$ cat config.mk
export PLATFORM = sky130hd
export DESIGN_NAME = duc_ctrl
export DESIGN_NICKNAME = d
export VERILOG_FILES = /design/src/core/duc_pkg.sv /design/src/core/duc_channel.sv /design/src/core/duc_ctrl.sv
export SDC_FILE = /design/constraint.sdc
export NUM_CORES = 1
export LEC_CHECK = 0
export BUFFER_PORTS_ARGS = -buffer_cell sky130_fd_sc_hd__clkbuf_2
export CAP_MARGIN = 20
export CORE_UTILIZATION = 57
export DETAILED_ROUTE_END_ITERATION = 8
export PLACE_DENSITY = 0.88
export SYNTH_ARGS = -nofsm -noshare
export SYNTH_HDL_FRONTEND = slang
export SYNTH_HIERARCHICAL = 1
export SYNTH_SLANG_ARGS = --single-unit
$ cat constraint.sdc
create_clock -name mclk_i -period 3.15 [get_ports mclk_i]
set_clock_uncertainty 0.1 [all_clocks]
set_input_delay 0.315 -clock mclk_i [delete_from_list [all_inputs] [get_ports mclk_i]]
set_output_delay 0.315 -clock mclk_i [all_outputs]
set_load 0.05 [all_outputs]
$ cat src/core/duc_pkg.sv
// Package with constants and carrier types for the converter update and reset control block.
package duc_pkg;

    localparam int unsigned NUM_CHAN   = 2;
    localparam int unsigned CODE_W     = 12;
    localparam int unsigned WORD_W     = 24;
    localparam int unsigned CMD_MSB    = 23;
    localparam int unsigned CMD_LSB    = 20;
    localparam int unsigned ADDR_MSB   = 19;
    localparam int unsigned ADDR_LSB   = 16;
    localparam int unsigned DATA_MSB   = 15;
    localparam int unsigned DATA_LSB   = 4;
    localparam int unsigned MASK_B_BIT = 3;
    localparam int unsigned MASK_A_BIT = 0;
    localparam int unsigned REF_BIT    = 0;

    localparam logic [3:0] CMD_WR_INPUT  = 4'h1;
    localparam logic [3:0] CMD_UPD_DAC   = 4'h2;
    localparam logic [3:0] CMD_WR_UPD    = 4'h3;
    localparam logic [3:0] CMD_LOAD_MASK = 4'h5;
    localparam logic [3:0] CMD_SOFT_RST  = 4'h6;
    localparam logic [3:0] CMD_REF_SETUP = 4'h7;

    // Address bits: bit 0 selects channel A, bit 3 selects channel B.
    localparam int unsigned ADDR_A_BIT = 0;
    localparam int unsigned ADDR_B_BIT = 3;

    localparam logic [11:0] CODE_ZERO = 12'h000;
    localparam logic [11:0] CODE_MID  = 12'h800;
    localparam logic        REF_DIS_RESET  = 1'h0;
    localparam logic [1:0]  MASK_RESET     = 2'h0;

    // Minimum low time of the reset pin, and power-on settle time.
    localparam int unsigned RST_MIN_NS   = 30;
    localparam int unsigned CLK_NS       = 10;
    localparam int unsigned RST_MIN_CYC  = (RST_MIN_NS + CLK_NS - 1) / CLK_NS;
    localparam int unsigned POR_NS       = 160;
    localparam int unsigned POR_CYC      = (POR_NS + CLK_NS - 1) / CLK_NS;

    typedef struct packed {
        logic [3:0]  cmd;
        logic [3:0]  addr;
        logic [15:0] data;
    } duc_word_type;

    typedef struct packed {
        logic [1:0]        chan_sel;
        logic [11:0]       code;
    } duc_write_type;

endpackage : duc_pkg

$ cat src/core/duc_channel.sv
// One converter channel: input register and DAC register with their update paths.
`timescale 1ns/100ps
module duc_channel (
    input  wire logic        mclk_i,
    input  wire logic        rstn_i,
    input  wire logic        ce_i,
    input  wire logic        clear_i,
    input  wire logic [11:0] clear_code_i,
    input  wire logic        load_input_i,
    input  wire logic        load_dac_new_i,
    input  wire logic        copy_i,
    input  wire logic [11:0] code_i,
    output logic      [11:0] input_code_o,
    output logic      [11:0] dac_code_o
);
    logic [11:0] inp_q;
    logic [11:0] inp_d;
    logic [11:0] dac_q;
    logic [11:0] dac_d;

    always_comb begin
        inp_d = inp_q;
        dac_d = dac_q;
        if (clear_i) begin
            inp_d = clear_code_i;
            dac_d = clear_code_i;
        end else begin
            if (load_input_i) begin
                inp_d = code_i;
            end
            // A new word wins over a copy of the old input value.
            if (load_dac_new_i) begin
                dac_d = code_i;
            end else if (copy_i) begin
                dac_d = inp_q;
            end
        end
    end

    always_ff @(posedge mclk_i or negedge rstn_i) begin
        if (!rstn_i) begin
            inp_q <= duc_pkg::CODE_ZERO;
            dac_q <= duc_pkg::CODE_ZERO;
        end else if (ce_i) begin
            inp_q <= inp_d;
            dac_q <= dac_d;
        end
    end

    assign input_code_o = inp_q;
    assign dac_code_o   = dac_q;
endmodule : duc_channel

$ cat src/core/duc_ctrl.sv
// Top of the converter update and reset control: command decode, strobe, resets, reference.
`timescale 1ns/100ps
// Behaviour
// - Command 1 loads input register; DAC register too only while strobe low.
// - Command 2 copies input register to DAC register; input unchanged.
// - Command 3 writes both input and DAC registers regardless of strobe.
// - Strobe falling edge copies input to DAC on every unmasked channel.
// - Strobe held low makes mask bits irrelevant for updates.
// - Reset pin low clears outputs to zero or midscale per select pin.
// - After reset release outputs hold cleared code until new write.
// - While reset pin is low no output update is accepted.
// - Command 6 returns converter to its power-on reset code.
// - During power-on reset, strobe and reset pin activity is ignored.
// - Power-up level is zero with select low, midscale with select high.
// - Outputs keep power-on level until a valid write arrives.
// - Command 7 sets the reference from data bit zero.
// - Internal reference is enabled after power-up.
// - Data bit zero one turns reference off, zero turns it on.
// - Top four bits of the 24-bit word are the command code.
// - Command 1 with strobe low updates both registers when the word completes.
// - Set mask bit makes a channel ignore strobe; mask resets to zero.
module duc_ctrl (
    input  wire logic        mclk_i,
    input  wire logic        rstn_i,
    input  wire logic        ce_i,
    input  wire logic        word_valid_i,
    input  wire logic [23:0] word_i,
    input  wire logic        load_strobe_n_i,
    input  wire logic        reset_pin_n_i,
    input  wire logic        reset_level_select_i,
    output logic      [11:0] dac_a_code_o,
    output logic      [11:0] dac_b_code_o,
    output logic      [11:0] input_a_code_o,
    output logic      [11:0] input_b_code_o,
    output logic             ref_enable_o,
    output logic      [1:0]  load_mask_o,
    output logic             por_busy_o
);
    duc_pkg::duc_word_type w;
    logic [1:0]  sel;
    logic [11:0] clear_code;
    logic [11:0] code [duc_pkg::NUM_CHAN];
    logic [11:0] inp [duc_pkg::NUM_CHAN];
    logic [11:0] dac [duc_pkg::NUM_CHAN];

    logic [4:0]  por_cnt_q;
    logic [4:0]  por_cnt_d;
    logic        strobe_q;
    logic        strobe_d;
    logic [1:0]  mask_q;
    logic [1:0]  mask_d;
    logic        ref_dis_q;
    logic        ref_dis_d;
    logic [11:0] por_code_q;
    logic [11:0] por_code_d;

    logic        por_busy;
    logic        hw_rst;
    logic        accept;
    logic        strobe_fall;
    logic        clear;
    logic [1:0]  ld_in;
    logic [1:0]  ld_dac_new;
    logic [1:0]  copy;

    assign w          = word_i;
    assign sel        = {w.addr[duc_pkg::ADDR_B_BIT], w.addr[duc_pkg::ADDR_A_BIT]};
    assign por_busy   = por_cnt_q != 5'(duc_pkg::POR_CYC);
    assign hw_rst     = !reset_pin_n_i && !por_busy;
    assign accept     = word_valid_i && !por_busy && !hw_rst;
    assign strobe_fall = strobe_q && !load_strobe_n_i && !por_busy && !hw_rst;
    assign clear_code = reset_level_select_i ? duc_pkg::CODE_MID : duc_pkg::CODE_ZERO;

    // Clear during power-on settling, hardware reset, or the software reset command.
    always_comb begin
        clear = por_busy || hw_rst;
        if (accept && w.cmd == duc_pkg::CMD_SOFT_RST) begin
            clear = 1'b1;
        end
    end

    always_comb begin
        ld_in      = 2'h0;
        ld_dac_new = 2'h0;
        copy       = 2'h0;
        if (accept) begin
            unique case (w.cmd)
                duc_pkg::CMD_WR_INPUT: begin
                    ld_in = sel;
                    if (!load_strobe_n_i) begin
                        ld_dac_new = sel;
                    end
                end
                duc_pkg::CMD_UPD_DAC: copy = sel;
                duc_pkg::CMD_WR_UPD: begin
                    ld_in      = sel;
                    ld_dac_new = sel;
                end
                default: ;
            endcase
        end
        // Masked channels ignore the falling edge; a held-low strobe has no edge.
        if (strobe_fall) begin
            copy = copy | ~mask_q;
        end
    end

    always_comb begin
        por_cnt_d  = por_busy ? por_cnt_q + 5'h01 : por_cnt_q;
        strobe_d   = load_strobe_n_i;
        mask_d     = mask_q;
        ref_dis_d  = ref_dis_q;
        por_code_d = por_code_q;
        if (por_busy) begin
            por_code_d = clear_code;
        end
        if (clear) begin
            mask_d    = duc_pkg::MASK_RESET;
            ref_dis_d = duc_pkg::REF_DIS_RESET;
        end else if (accept) begin
            if (w.cmd == duc_pkg::CMD_LOAD_MASK) begin
                mask_d = {w.data[duc_pkg::MASK_B_BIT], w.data[duc_pkg::MASK_A_BIT]};
            end
            if (w.cmd == duc_pkg::CMD_REF_SETUP) begin
                ref_dis_d = w.data[duc_pkg::REF_BIT];
            end
        end
    end

    always_ff @(posedge mclk_i or negedge rstn_i) begin
        if (!rstn_i) begin
            por_cnt_q  <= 5'h00;
            strobe_q   <= 1'b1;
            mask_q     <= duc_pkg::MASK_RESET;
            ref_dis_q  <= duc_pkg::REF_DIS_RESET;
            por_code_q <= duc_pkg::CODE_ZERO;
        end else if (ce_i) begin
            por_cnt_q  <= por_cnt_d;
            strobe_q   <= strobe_d;
            mask_q     <= mask_d;
            ref_dis_q  <= ref_dis_d;
            por_code_q <= por_code_d;
        end
    end

    // Software reset returns to the power-on code latched at power-up.
    logic [11:0] chan_clear_code;
    assign chan_clear_code = (por_busy || hw_rst) ? clear_code : por_code_q;

    genvar gi;
    generate
        for (gi = 0; gi < duc_pkg::NUM_CHAN; gi++) begin : g_chan
            assign code[gi] = w.data[duc_pkg::DATA_MSB:duc_pkg::DATA_LSB];
            duc_channel u_chan (
                .mclk_i         (mclk_i),
                .rstn_i         (rstn_i),
                .ce_i           (ce_i),
                .clear_i        (clear),
                .clear_code_i   (chan_clear_code),
                .load_input_i   (ld_in[gi]),
                .load_dac_new_i (ld_dac_new[gi]),
                .copy_i         (copy[gi]),
                .code_i         (code[gi]),
                .input_code_o   (inp[gi]),
                .dac_code_o     (dac[gi])
            );
        end
    endgenerate

    assign dac_a_code_o   = dac[0];
    assign dac_b_code_o   = dac[1];
    assign input_a_code_o = inp[0];
    assign input_b_code_o = inp[1];
    assign ref_enable_o   = !ref_dis_q;
    assign load_mask_o    = mask_q;
    assign por_busy_o     = por_busy;

    hold_reset_a : assert property (@(posedge mclk_i) disable iff (!rstn_i)
        ce_i && hw_rst |=> $stable(dac_a_code_o) || dac_a_code_o == $past(clear_code))
        else $error("DAC A changed to a non-clear code during reset.");
    cmd_one_hold_a : assert property (@(posedge mclk_i) disable iff (!rstn_i)
        ce_i && accept && w.cmd == 4'h1 && load_strobe_n_i && !strobe_fall && w.addr == 4'h1
        |=> $stable(dac_a_code_o) && input_a_code_o == $past(w.data[15:4]))
        else $error("Command one with strobe high changed DAC A.");
    cmd_one_low_a : assert property (@(posedge mclk_i) disable iff (!rstn_i)
        ce_i && accept && w.cmd == 4'h1 && !load_strobe_n_i && w.addr == 4'h1
        |=> dac_a_code_o == $past(w.data[15:4]))
        else $error("Command one with strobe low did not update DAC A.");
    cmd_two_copy_a : assert property (@(posedge mclk_i) disable iff (!rstn_i)
        ce_i && accept && w.cmd == 4'h2 && w.addr == 4'h8
        |=> dac_b_code_o == $past(input_b_code_o) && $stable(input_b_code_o))
        else $error("Command two did not copy channel B.");
    cmd_three_both_a : assert property (@(posedge mclk_i) disable iff (!rstn_i)
        ce_i && accept && w.cmd == 4'h3 && w.addr == 4'h9
        |=> dac_a_code_o == $past(w.data[15:4]) && input_b_code_o == $past(w.data[15:4]))
        else $error("Command three did not write both registers.");
    strobe_edge_a : assert property (@(posedge mclk_i) disable iff (!rstn_i)
        ce_i && strobe_fall && !mask_q[1] && !accept |=> dac_b_code_o == $past(input_b_code_o))
        else $error("Strobe edge did not copy unmasked channel B.");
    mask_block_a : assert property (@(posedge mclk_i) disable iff (!rstn_i)
        ce_i && strobe_fall && mask_q[0] && !word_valid_i |=> $stable(dac_a_code_o))
        else $error("Masked channel A responded to strobe.");
    ref_setup_a : assert property (@(posedge mclk_i) disable iff (!rstn_i)
        ce_i && accept && w.cmd == 4'h7 |=> ref_enable_o == !$past(w.data[0]))
        else $error("Reference setup bit not applied.");
    power_level_a : assert property (@(posedge mclk_i) disable iff (!rstn_i)
        ce_i && por_busy |=> dac_a_code_o == (reset_level_select_i ? 12'h800 : 12'h000)
            || $changed(reset_level_select_i))
        else $error("Power-up code does not follow level select.");
    ref_default_a : assert property (@(posedge mclk_i) disable iff (!rstn_i)
        ce_i && clear |=> ref_enable_o)
        else $error("Reference not enabled after a clear.");
    undecoded_cmd_a : assert property (@(posedge mclk_i) disable iff (!rstn_i)
        ce_i && accept && w.cmd inside {4'h0, 4'h4, [4'h8:4'hF]} && !strobe_fall
        |=> $stable(dac_a_code_o) && $stable(dac_b_code_o) && $stable(input_a_code_o)
            && $stable(input_b_code_o) && $stable(load_mask_o) && $stable(ref_enable_o))
        else $error("Undecoded command changed state.");
    soft_reset_a : assert property (@(posedge mclk_i) disable iff (!rstn_i)
        ce_i && accept && w.cmd == 4'h6
        |=> dac_a_code_o == $past(por_code_q) && dac_b_code_o == $past(por_code_q))
        else $error("Software reset did not restore the power-on code.");
    enable_freeze_a : assert property (@(posedge mclk_i) disable iff (!rstn_i)
        !ce_i |=> $stable(dac_a_code_o) && $stable(input_b_code_o) && $stable(por_busy_o))
        else $error("State moved while the clock enable was low.");
endmodule : duc_ctrl

==> summary.md <==
| Metric | Value |
|---|---|
| Share of layout cells above drive strength 1 | `between 20% and 30%` |
| Critical Path RT | `about 3.2 ns` |
| Flop pwr share | `around 40%` |
| Crit path kind | `flip-flop to flip-flop` |
| Worst relative slew slack | `a little over a third` |
| Maximum vdd drop | `approximately 400 uV` |
| Critical Path Max Stage Delay | `0.72 ns` |
| P per Cell Area | `615 mW/mm2` |
| Slowest CP cell | `nor3b_2` |
| Diodes inserted | `0` |
| # Post-CTS Setup Buffers | `0` |
| Worst Tran Pin Value | `0.971 ns` |
| FMAX | `0.387 GHz` |
| Crit-path max FO | `21` |
| Drt total wl | `between 7000 and 8000 um` |
| Seq cells post-synth | `58` |
| MaxCap Viol Count | `0` |
| Total power | `2380 uW` |
| Drt first-iter violations | `152` |
| Critical Path Sink Type | `flip-flop` |
| Post-layout minimum cycle time | `2.59 ns` |
| Largest delay share family, worst path | `simple AND/OR/NAND/NOR gates` |
| Vias per cell | `~5.2` |
| Async S/R FF share, synth | `100%` |
| GRT overflow | `0` |
| I/O Buffers | `78` |
| Tcrit/Tclk final | `~82%` |
| Lkg Pwr | `around 0.0019 uW` |
| Area leader, netlist | `dfrtp_1` |
| Synth Area in Simple Gates | `15.2%` |
| Sw Share | `38.9%` |
| Post-Syn Instances | `between 300 and 400` |
| CTS tree | `yes` |
| CTS Sinks | `58` |
| Final net count | `464` |
| Worst EP arrival | `2.67 ns` |
| Synth Area in Adders | `0.805%` |
| Top-count cell post-synth | `dfrtp_1` |
| RSZ-0062 raised after global routing | `false` |
| Largest family of logic cells by synthesized area | `multiplexers` |
| Initial antenna violation count | `0` |
| Buf/Inv on CP | `2` |
| Sw Pwr | `925 uW` |
| Initial Utilization | `60.1%` |
| Tot GR Track Use | `28.5%` |
| Root Driver | `clkbuf_8` |
| Area grow syn2layout | `24.6%` |
| Worst-path clk slew | `0.07 ns` |
| Cts repair resizes | `0` |
| Die W | `75.8 um` |
| Die Area | `0.00575 mm2` |
| Max Root-Sink Buffers | `2` |
| Final Max Tran Viols | `0` |
| Skew-Pair Late Insertion Delay | `between 0.3 and 0.4 ns` |
| Combinational share of power | `31.0%` |
| Vias in the first global route | `2479` |
| Core ar. | `0.00517 mm2` |
| DR WL/cell | `15.0 um` |
| CTS Buf Count | `9` |
| Cell Count, Final, Fillers Out | `506` |
| Detailed Routing Iterations Pass 1 | `4` |
| HPWL after DPL | `about 5400 um` |
| Mux contribution to synthesized area | `approximately 17%` |
| Post-synthesis xor/xnor area fraction | `1.41%` |
| Setup TNS | `0 ns` |
| Status | `finished, final reports clean` |
| Row count | `26` |
| Sequential area share after synthesis | `a little under half` |
| YS warnings | `6` |
| IO Pins | `83` |
| Synth Flop Type | `dfrtp_1` |
| Final setup viols | `0` |
| DRC viols | `0` |
| Inst Count DP | `490` |
| Hold Buf Count CTS | `0` |
| Final Hold Viols | `0` |
| Cell Area, Synth | `0.00311 mm2` |
| Cell internal pwr | `1460 uW` |
| Hold Path Class | `input pin to asynchronous set/reset pin` |
| Synth Area in Compound Gates | `13.3%` |
| Synth cell types | `34` |
| H-tree depth | `3` |
| Clock power share | `~29%` |
| RePlAce Congestion | `0.858` |
| Via Count | `2653` |
| Synth top area share | `a little under half` |
| Most common library cells after synthesis | `dfrtp_1 (57), nor2_1 (53), mux2i_1 (48), nand2_1 (28), o21ai_0 (27)` |
| Antenna Nets Post-Route | `0` |
| Post-synth EDFFs | `0` |
| First-pass GRT wire length | `11900 um` |
| Leading post-synthesis cells by cell area | `dfrtp_1 (46%), mux2i_1 (15%), nor2_1 (6.4%)` |
| Synthesized area per cell | `approximately 10 um2` |
| Largest net degree at the start of global routing | `40` |
| Crit start category | `flip-flop` |
| Chip height | `75.8 um` |
| CP Cell Sequence | `inv_1, ha_1, and4bb_4, inv_2, nor2_1, o21ai_4, nor3b_2, a211oi_1` |
==> flip-flops by register name, summed over array words and instances, names as in the netlist <==
register and flops:
g_chan.u_chan/dac_code_o 24, g_chan.u_chan/input_code_o 24, por_cnt_q 5, load_mask_o 2, por_code_q 1, ref_dis_q 1
strobe_q 1
==> layout make-up <==
type / instances / area (um2)
clock buffer: 11 / 141
clock inverter: 5 / 53.8
fill: 367 / 1300
inverter: 10 / 37.5
multi-input combinational: 267 / 1660
sequential: 58 / 1450
tap: 70 / 87.6
timing repair buffer: 85 / 443
==> metal layers <==
layer | part of all wire [%] | track usage, % | vias to the layer above
li1 | - | - | 1290
met1 | 45 | 38.1 | 1278
met2 | 49 | 44.5 | 74
met3 | 4.8 | 5.03 | 11
met5 | 0 | 0 | -
met4 | 1.6 | 14.6 | 0
==> worst reg2reg max path: cells and delay by family (launching register included) <==
family,cells,cell delay (ns)
buf+inv,2,0.15
fa+ha+maj,1,0.14
flops,1,0.42
compound gates,2,0.43
simple gates,3,1.18
==> path summary, 6_finish.rpt <==
| kind | from | depth (start not counted) | endpoint | slack [ns] |
|---|---|---|---|---|
| setup reg to reg | por_cnt_q[0] | 8 | g_chan[1].u_chan/dac_code_o[3] | 0.56 |
| min in group mclk_i | word_i[3] | 3 | load_mask_o[1] | 0.12 |
| hold / removal | rstn_i | 1 | g_chan[1].u_chan/dac_code_o[10] | 0.02 |
| setup / recovery | por_cnt_q[0] | 8 | g_chan[1].u_chan/dac_code_o[3] | 0.56 |
| max in group asynchronous | rstn_i | 2 | g_chan[1].u_chan/input_code_o[11] | 2.09 |
| hold reg to reg | por_cnt_q[4] | 1 | por_cnt_q[4] | 0.39 |
==> layout by cell type (no fill, tap or decap), drive strengths merged <==
| cell type | count |
|---|---|
| and4bb | 1 |
| buf | 7 |
| nand2 | 28 |
| ha | 2 |
| a21oi | 1 |
| o21ai | 29 |
| nand2b | 1 |
| clkinv | 4 |
| dfstp | 1 |
| nor2 | 55 |
| inv | 10 |
| nor4bb | 1 |
| nand4b | 2 |
| dfrtp | 57 |
| a211oi | 24 |
| conb | 44 |
| xnor2 | 5 |
| nor2b | 2 |
| nand4 | 4 |
| a31oi | 3 |
| o32ai | 1 |
| clkbuf | 89 |
| nor3b | 5 |
| nand3 | 2 |
| bufinv | 1 |
| mux2i | 48 |
| or4 | 1 |
| o31a | 2 |
| o22ai | 2 |
| mux2 | 4 |
==> through the flow <==
stage / hold WS, ns / utilization, % / setup WS [ns] / cell area, um2
6_report: 0.0216 / 74.9 / 0.563 / 3870
5_1_grt: 0.0940 / 74.9 / 0.339 / 3870
4_1_cts: 0.0464 / 74.9 / 0.548 / 3870
3_5_place_dp: 0.382 / 71.1 / 0.559 / 3680
3_3_place_gp: 0.364 / 71.1 / 0.652 / 3680
2_1_floorplan: -0.0806 / - / 0.914 / 3270
==> cell families (layout without fill, tap and decap cells) <==
| family | count (synthesis) | in the layout |
|---|---|---|
| mux | 52 | 52 |
| flops | 58 | 58 |
| other cells | 1 | 44 |
| fa+ha+maj | 2 | 2 |
| compound gates | 62 | 62 |
| xor+xnor | 5 | 5 |
| simple gates | 102 | 102 |
| buf+inv | 29 | 111 |
==> power groups by stage <==
stage | clock [uW] | combinational [uW] | sequential, uW
3_3_place_gp | 0 | 707 | 959
3_5_place_dp | 0 | 730 | 966
5_1_grt | 731 | 797 | 969
6_report | 688 | 739 | 955
4_1_cts | 701 | 741 | 955
2_1_floorplan | 0 | 268 | 1230
Note: power is estimated with default switching activity, not from simulation.
